## config.mk

```make
export PLATFORM = sky130hd
export DESIGN_NAME = esd_detail
export DESIGN_NICKNAME = d
export VERILOG_FILES = /design/src/rtl/esd_pkg.sv /design/src/rtl/esd_detail.sv
export VERILOG_INCLUDE_DIRS = /design/src /design/src/rtl
export SDC_FILE = /design/constraint.sdc
export NUM_CORES = 1
export LEC_CHECK = 0
export BUFFER_PORTS_ARGS = -buffer_cell sky130_fd_sc_hd__buf_4
export CAP_MARGIN = 30
export CORE_ASPECT_RATIO = 1.1
export CORE_MARGIN = 2
export CORE_UTILIZATION = 35
export DETAILED_ROUTE_END_ITERATION = 7
export PLACE_DENSITY = 0.7
export SLEW_MARGIN = 15
export SYNTH_ARGS = -nofsm -noshare
export SYNTH_HDL_FRONTEND = slang
export SYNTH_SLANG_ARGS = --single-unit
```

## constraint.sdc

```tcl
create_clock -name clock_in -period 1.8 [get_ports clock_in]
set_input_delay 0.18 -clock clock_in [delete_from_list [all_inputs] [get_ports clock_in]]
set_output_delay 0.18 -clock clock_in [all_outputs]
set_load 0.02 [all_outputs]
```

## src/rtl/esd_params.svh

```systemverilog
`ifndef ESD_PARAMS_SVH
`define ESD_PARAMS_SVH
// ----------------------------------------
// Register map
// ----------------------------------------
`define ESD_REG_DETAIL      4'h0
`define ESD_REG_CATEGORY    4'h1
`define ESD_REG_CONFIG      4'h2
// ----------------------------------------
// Field positions and codes
// ----------------------------------------
`define ESD_CV_BIT          24
`define ESD_PREDICATE_CODE_HI         23
`define ESD_PREDICATE_CODE_LO         20
`define ESD_RN_HI           9
`define ESD_RN_LO           5
`define ESD_RV_BIT          2
`define ESD_PREDICATE_CODE_ALWAYS     4'hE
`define ESD_DESC_PC         4'hF
`define ESD_REG_ZR          5'h1F
`define ESD_CAT_UNKNOWN     6'h00
`define ESD_CAT_WAIT        6'h01
`define ESD_CAT_FP_ACCESS   6'h07
`define ESD_KIND_WFI        2'h0
`define ESD_KIND_WFE        2'h1
`define ESD_KIND_TIMED_WAIT_INTERRUPT_INSN       2'h2
`define ESD_KIND_TIMED_WAIT_EVENT_INSN       2'h3
`endif

```

## src/rtl/esd_pkg.sv

```systemverilog
package esd_pkg;
  typedef struct packed {
    logic       valid;
    logic       from_64;
    logic       mixed_len;
    logic       conditional;
    logic [3:0] predicate_code;
    logic       unpredictable;
    logic       timed_wait;
    logic       is_event;
    logic [3:0] reg_desc;
    logic [1:0] el;
  } esd_wait_t;

  typedef struct packed {
    logic unalloc;
    logic debug_inacc;
    logic short_vec_fp;
    logic fp_absent;
    logic hvc_disabled;
    logic smc_disabled;
    logic hlt_disabled;
    logic ctl_bit_fault;
    logic sp0_sel0;
    logic el12_no_e2h;
    logic dcps_fault;
    logic sdd_trap_el3;
    logic srs_mon;
    logic banked_mon;
    logic transaction_commit_insn_nontx;
    logic tge_fp;
  } esd_cause_t;

  typedef struct packed {
    logic level1_wait_event_untrap;
    logic level1_wait_int_untrap;
    logic trap_wait_event_bit_l2;
    logic trap_wait_int_bit_l2;
    logic trap_wait_event_bit_l3;
    logic trap_wait_int_bit_l3;
    logic general_trap_bit;
    logic l2_enabled;
    logic l3_present;
    logic secure_debug_disable;
    logic debug_state;
  } esd_ctl_t;

  typedef enum logic [1:0] {ESD_IDLE, ESD_TRAP_WAIT, ESD_TRAP_UNK} esd_state_t;
endpackage

```

## src/rtl/esd_detail.sv

```systemverilog
// Overview of operation
// - Report register numbers in 64-bit numbering
// - Predictable descriptor 15 reports 0b11111
// - Unpredictable descriptor 15 may report 0b11111
// - Unknown-reason detail field is all zero
// - Unknown-reason sets instruction length flag
// - Uncovered exceptions use unknown-reason class
// - Inaccessible, short-vector, absent-FP go unknown-reason
// - Disabled calls, halts, control-bit faults: unknown-reason
// - Stack pointer and alias misuse: unknown-reason
// - Debug change-level faults: unknown-reason
// - Secure-debug-disabled level-3 traps: unknown-reason
// - Monitor stack, banked, commit cases: unknown-reason
// - General-trap rerouted class 7: unknown-reason
// - Predicate valid flag at bit 24
// - Predicate code 0b1110 from 64-bit state
// - Fixed-length: instruction condition or 0b1110
// - Mixed-length: flag choice with condition
// - Bits 9:5 carry timed-wait register
// - Register-valid flag set on timed waits
// - Kind field encodes the wait instruction
// - Kind upper bit zero without timed waits
// - Wait traps follow untrap and trap bits
// - Fields need no forced reset value
//
// The implementer's own choices: strobed register access and the register offsets.
`include "esd_params.svh"
`timescale 1ns/1ps
`default_nettype none
module esd_detail #(
  parameter bit TIMED_WAIT = 1'b1,
  parameter bit MIXED_CV   = 1'b1
) (
  input  wire logic                  clock_in,
  input  wire logic                  rst_in,
  input  wire esd_pkg::esd_wait_t    wait_in,
  input  wire esd_pkg::esd_cause_t   cause_in,
  input  wire logic [1:0]            cur_el_in,
  input  wire logic [3:0]            addr_in,
  input  wire logic [31:0]           wdata_in,
  input  wire logic                  wr_in,
  input  wire logic                  rd_in,
  output logic [31:0]                rdata_out,
  output logic                       wait_trap_out,
  output logic                       unk_trap_out,
  output logic [24:0]                detail_out,
  output logic [5:0]                 category_out,
  output logic                       size_flag_out
);
  // ----------------------------------------
  // Register number mapping
  // ----------------------------------------
  // Descriptor 15 has no 64-bit equivalent; zero-register code is always legal
  function automatic logic [4:0] map_reg(input logic [3:0] d);
    map_reg = (d == `ESD_DESC_PC) ? `ESD_REG_ZR : {1'b0, d};
  endfunction

  esd_pkg::esd_ctl_t ctl_q;
  esd_pkg::esd_state_t state_q;
  logic [24:0] detail_q;
  logic [5:0]  cat_q;
  logic        il_q;

  // ----------------------------------------
  // Trap decisions
  // ----------------------------------------
  wire el0 = (cur_el_in == 2'h0);
  wire el_low = (cur_el_in != 2'h3);
  wire l1_trap = el0 & (wait_in.is_event ? ~ctl_q.level1_wait_event_untrap
                                         : ~ctl_q.level1_wait_int_untrap);
  wire l2_trap = (cur_el_in < 2'h2) & ctl_q.l2_enabled &
                 (wait_in.is_event ? ctl_q.trap_wait_event_bit_l2
                                   : ctl_q.trap_wait_int_bit_l2);
  wire l3_trap = el_low & ctl_q.l3_present &
                 (wait_in.is_event ? ctl_q.trap_wait_event_bit_l3
                                   : ctl_q.trap_wait_int_bit_l3);
  // Debug with secure debug off turns level-3 traps into unknown-reason
  wire l3_unk = l3_trap & ctl_q.debug_state & ctl_q.secure_debug_disable;
  // Lower-level trap still wins when the level-3 route turns unknown-reason
  wire wait_take = wait_in.valid & (l1_trap | l2_trap | (l3_trap & ~l3_unk));
  wire any_cause = |cause_in;
  wire unk_take = any_cause | (wait_in.valid & l3_unk & ~l1_trap & ~l2_trap);

  // ----------------------------------------
  // Wait encoding
  // ----------------------------------------
  wire [1:0] kind = {TIMED_WAIT & wait_in.timed_wait, wait_in.is_event};
  wire cv = wait_in.from_64 | ~wait_in.mixed_len | MIXED_CV;
  wire [3:0] predicate_code = (wait_in.from_64 | ~wait_in.conditional) ? `ESD_PREDICATE_CODE_ALWAYS
                    : wait_in.predicate_code;
  wire timed = TIMED_WAIT & wait_in.timed_wait;
  wire [4:0] rn = timed ? map_reg(wait_in.reg_desc) : 5'h00;
  wire [24:0] wait_detail = {cv, (cv ? predicate_code : 4'h0), 10'h000, rn, 2'h0,
                             timed, kind};

  // ----------------------------------------
  // Register bus decode
  // ----------------------------------------
  wire wr_cfg = wr_in & (addr_in == `ESD_REG_CONFIG);
  wire wr_det = wr_in & (addr_in == `ESD_REG_DETAIL);
  wire wr_cat = wr_in & (addr_in == `ESD_REG_CATEGORY);

  always_ff @(posedge clock_in or posedge rst_in) begin
    if (rst_in) begin
      ctl_q <= '0;
    end else if (wr_cfg) begin
      ctl_q <= esd_pkg::esd_ctl_t'(wdata_in[10:0]);
    end
  end

  // Capture path: exception entry beats a software write in the same cycle
  always_ff @(posedge clock_in or posedge rst_in) begin
    if (rst_in) begin
      state_q <= esd_pkg::ESD_IDLE;
    end else if (unk_take) begin
      state_q <= esd_pkg::ESD_TRAP_UNK;
    end else if (wait_take) begin
      state_q <= esd_pkg::ESD_TRAP_WAIT;
    end else begin
      state_q <= esd_pkg::ESD_IDLE;
    end
  end

  // No reset on syndrome storage; content is unknown after reset
  always_ff @(posedge clock_in) begin
    if (unk_take) begin
      detail_q <= 25'h0000000;
      cat_q    <= `ESD_CAT_UNKNOWN;
      il_q     <= 1'b1;
    end else if (wait_take) begin
      detail_q <= wait_detail;
      cat_q    <= `ESD_CAT_WAIT;
      il_q     <= 1'b1;
    end else begin
      if (wr_det) begin
        detail_q <= wdata_in[24:0];
      end
      if (wr_cat) begin
        cat_q <= wdata_in[5:0];
        il_q  <= wdata_in[6];
      end
    end
  end

  // ----------------------------------------
  // Read path
  // ----------------------------------------
  always_ff @(posedge clock_in or posedge rst_in) begin
    if (rst_in) begin
      rdata_out <= 32'h00000000;
    end else if (rd_in) begin
      case (addr_in)
        `ESD_REG_DETAIL:   rdata_out <= {7'h00, detail_q};
        `ESD_REG_CATEGORY: rdata_out <= {25'h0000000, il_q, cat_q};
        `ESD_REG_CONFIG:   rdata_out <= {21'h000000, ctl_q};
        default:           rdata_out <= 32'h00000000;
      endcase
    end else begin
      rdata_out <= 32'h00000000;
    end
  end

  assign wait_trap_out = (state_q == esd_pkg::ESD_TRAP_WAIT);
  assign unk_trap_out  = (state_q == esd_pkg::ESD_TRAP_UNK);
  assign detail_out    = detail_q;
  assign category_out  = cat_q;
  assign size_flag_out = il_q;
endmodule
`default_nettype wire

```

Word-level counts from Yosys, hierarchy flattened --
Index checks and enable logic that the tools add are counted.
Word-level totals: bits in registers 77, input bits 75
Operators by class: $lt $le $gt $ge 1, eq/ne operators 6, mux-type cells 14, bitwise logic cells 25, reduce and logical (&&, ||, !) cells 6
Operators by type and width (count):
- two-way mux 25 bit | 3
- one-hot mux 25 bit (3 select lines) | 1
- OR reduction 16 bit | 1
- bitwise AND 1 bit | 15
- two-way mux 5 bit | 2
- two-way mux 1 bit | 6
- inverter 1 bit | 6
- == test 4 x 1 -> 1 bit (second input constant) | 1
- == test 4 x 2 -> 1 bit (second input constant) | 1
- == test 4 bit (second input constant) | 1
- logical NOT 4 bit | 1
- two-way mux 4 bit | 1
- OR 1 bit | 4
- nonzero test 2 bit | 2
- == test 2 x 1 -> 1 bit (second input constant) | 1
- == test 2 bit (second input constant) | 1
- logical NOT 2 bit | 1
- less-than comparator 2 bit (second input constant) | 1
- two-way mux 2 bit | 1
- != test 2 bit (second input constant) | 1
- OR reduction 2 bit | 1

Depth between registers and ports, before layout --
depth in word-level cells 11, mapped depth 6

Least setup slack after synthesis --
OpenSTA, ideal clock, no wires.
path kind register to register, from register ctl_q[7] in the netlist's numbering, to register detail_q[0], in the netlist detail_out[0], arrival time 1426 ps, path slack 231 ps, cell stages (with the launch flop) 6, buffers on the path 1, period minus slack after synthesis 1569 ps, cell sequence dfrtp_1 -> mux2_4 -> a32o_1 -> buf_2 -> nor2_1 -> a311oi_1
On the way: word-level cells in the longest chain between the ends 6, elaborated cells on any way between the ends 10, classes of those cells mux (2); bitwise (7); reduce/logical (1)
RTL lines:
- start, declared | RTL line esd_detail.sv:58 | esd_pkg::esd_ctl_t ctl_q;
- start signal, assigned | RTL line esd_detail.sv:107 | ctl_q <= esd_pkg::esd_ctl_t'(wdata_in[10:0]);
- two-way mux 1 bit (*) | RTL line esd_detail.sv:72 | (wait_in.is_event ? ctl_q.trap_wait_event_bit_l2
- bitwise AND 1 bit (*) | RTL line esd_detail.sv:71 | wire l2_trap = (cur_el_in < 2'h2) & ctl_q.l2_enabled &
- OR 1 bit (2 in a row) | RTL line esd_detail.sv:80 | wire wait_take = wait_in.valid & (l1_trap | l2_trap | (l3_trap & ~l3_unk));
- bitwise AND 1 bit | RTL line esd_detail.sv:80
- two-way mux 25 bit / nonzero test 2 bit (equally long branches)
- end signal, assigned | RTL line esd_detail.sv:131 | detail_q <= wait_detail;
- end signal, assigned | RTL line esd_detail.sv:136 | detail_q <= wdata_in[24:0];
- end, declared | RTL line esd_detail.sv:60 | logic [24:0] detail_q;
Every way passes the cells marked *; elsewhere a longest branch is shown, timed or not. A chain may end at the register's enable or synchronous reset.

Worst setup path after layout --
from register ctl_q[7] in the netlist's numbering, to register detail_q[2], in the netlist detail_out[2]
The elaborated chain is that of the path after synthesis.

==> results_dict.tcl <==
set metrics [dict create \
    worst_slew_pin_slew_ns 0.733 \
    max_stage_delay_ns 0.41 \
    layout_setup_ws_ns 0.0690 \
    max_slew_margin_pct 51.1 \
    overflow 0 \
    yosys_most_used_dff "dfrtp_1" \
    drive_above_1_share_pct 43.1 \
    vdd_drop_max_uv 419 \
    crit_buf_inv 1 \
    die_y_um 102 \
    die_area_sq_mm 0.00954 \
    r2r_cells 5 \
    r2r-end "detail_out[2]" \
    io-pin-count 141 \
    area_growth_pct 42.7 \
    fin_crit_sh_pct 96.2 \
    cap_viol_max_count 0 \
    synth_warnings 0 \
    cp.depth 5 \
    fill_cells 786 \
    ys_ff_latch 70 \
    crit_path_start "ctl_q[7]" \
    n_antenna_cell 0 \
    drt-total-wl_mm 8.97 \
    setup_violations 0 \
    final_hold_viol_count 0 \
    synth-seq-area-share_pct 51.8 \
    synth_area_sq_mm 0.00307 \
    antenna_left 0 \
    drtIter0Drc 159 \
    grt_max_degree 23 \
    initial_core_util_pct 36.3 \
    yosysTopAreaCell "dfrtp_1" \
    avgSynthCellArea_sq_um 11.1 \
    r2r_start "ctl_q[7]" \
    synth_edf_count 0 \
    yosysMostFrequentCell "dfrtp_1" \
    clock_latency_ns 0.34 \
    path_clk_slew_ns 0.07 \
    ys_top_cells_by_area "dfrtp_1 (31%), dfxtp_1 (21%), mux2i_1 (6.8%), and3_1 (4.5%), mux2_2 (4.0%)" \
    critPathSlowestCell "dfrtp_1" \
    worstSetupStartpointType "register" \
    hpwlAfterDp_mm 6.53 \
    wl_per_cell_um 17.1 \
    maxSlewViolCount 0 \
    finalSetupTns_ns 0 \
    rsz0062_at_grt "no" \
    holdWs_ns 0.0710 \
    fmax_mhz 578 \
    track_usage_pct 18.7 \
    grt_pass1_vias 2757 \
    rrSetupSlack_ns 0.07 \
    core_sq_mm 0.00845 \
    cp-end-kind "register" \
    cpLargestDelayFamily "compound AO/OA/AOI/OAI gates" \
    async_flop_share_pct 54.3 \
    power.density_mw_per_mm2 813 \
    grt_pass1_wl_mm 13.8 \
    status "finished clean" \
    clock-sinks 70 \
    path_cells "mux2_4 -> a32oi_4 -> buf_4 -> a21oi_1 -> a311oi_1" \
    p_total_w 0.00356 \
    vias_per_cell 5.34 \
    vias 2797 \
    place_ws_ns 0.0568 \
    worstPathRequired_ns 2.05 \
    cts.htree.levels 3 \
    hold_depth 2 \
    final_cells 524 \
    hold_path_class "in -> reg" \
    cts_tree "built" \
    rows 35 \
    critPathMaxFanout 5 \
    synth_top_area_share_pct 31.0 \
    clockRootBuffer "clkbuf_8" \
    nets 483 \
    placed_cells 506 \
    p_leak_nw 2.14 \
    timing.final.crit_period_ns 1.73 \
    antenna_found_initial 0 \
    die_w_um 93.3 \
    syn_inst 276 \
    place_congestion 0.796 \
    ys_types 43 \
    route.detailed.drc 0 \
    cts_made_buffers 9 \
    crit_path_end "detail_out[2]" \
    critical_path_class "reg -> reg" \
    yosys-top-cells-count "dfrtp_1 (38), dfxtp_1 (32), and3_1 (22), mux2i_1 (21), nor3_1 (17)" \
    drtPass1Iterations 5 \
    port-buffer-count 122 \
    fin_skew_ns 0.00776 \
    arrival_ns 1.98 \
    clock_path_buffers 2 \
]
[cell usage in the layout (no fill, tap or decap), types with 5 or more instances in the layout]
cell type,instances
conb_1,7
buf_4,138
nor3_1,17
a21oi_1,10
a222oi_1,7
dfxtp_1,32
mux2i_1,20
a21boi_0,5
nor2_1,14
o211ai_1,9
and3_1,22
nand2_1,7
mux2_2,11
a311oi_1,6
inv_1,5
nand3_1,5
clkbuf_8,10
dfrtp_1,38
[layer usage]
layer / wire [um] / up-vias / GRT usage [%]
met5: 0 / - / 0
met4: 78 / 0 / 5.43
li1: - / 1285 / -
met1: 3590 / 1367 / 22.9
met2: 4610 / 136 / 32.9
met3: 684 / 9 / 4.28
[report_power, final]
part	leakage (nW)	switching [W]	total (W)	internal [W]
sequential	0.765	0.0000705	0.00169	0.00162
clock	0.110	0.000578	0.00139	0.000815
combinational	1.26	0.000239	0.000480	0.000241
total	2.14	0.000887	0.00356	0.00268
[how the worst min path moves through the flow]
stage	start	to	slack (ns)
2_1_floorplan	rd_in	rdata_out[0]	0.32
3_3_place_gp	rst_in	rdata_out[17]	0.33
3_5_place_dp	rst_in	rdata_out[17]	0.35
4_1_cts	wdata_in[8]	ctl_q[8]	0.06
5_1_grt	wdata_in[8]	ctl_q[8]	0.06
6_report	wdata_in[8]	ctl_q[8]	0.07
[worst reg2reg max path, cell delays in order, from the launching register on]
cell and delay [ns]:
dfrtp_1 0.41, mux2_4 0.31, a32oi_4 0.34, buf_4 0.19
a21oi_1 0.11, a311oi_1 0.27
[metrics by stage]
| stage | cell area [sq um] | util (%) |
|---|---|---|
| floorplan | 3090 | - |
| global placement | 4130 | 48.9 |
| detailed placement | 4130 | 48.9 |
| CTS | 4360 | 51.5 |
| global route | 4380 | 51.9 |
| finish | 4380 | 51.9 |
[cells by family after synthesis]
| kind of cell | after synthesis | synth area share [%] |
|---|---|---|
| multiplexers | 34 | 11.9 |
| AO/OA/AOI/OAI | 53 | 14.1 |
| other | 1 | 0.122 |
| buffers and inverters | 31 | 5.82 |
| AND/OR/NAND/NOR | 87 | 16.3 |
| flip-flops | 70 | 51.8 |
[area by class of cell]
class                   instances  area (sq um)  area share [%]
clock buffers                  12           145            3.31
inverters                       6          22.5           0.514
multi-input cells             181          1350            30.8
well taps                     111           139            3.17
flip-flops and latches         70          1590            36.3
repair buffers                140          1070            24.3
clock inverters                 4          70.1            1.60
[state kept, by name (all words and copies together), names as in the netlist]
signal	cells
size_flag_out	1
category_out	6
state_q	2
rdata_out	25
ctl_q	11
detail_out	25
[what timing repair did]
item,in CTS,in global routing
hold buffers,1,0
buffers inserted,0,1
gates resized for setup,0,3
endpoints found under the setup margin,0,2
endpoints found under the hold margin,16,0
No activity file was read; power rests on OpenSTA's default activity.
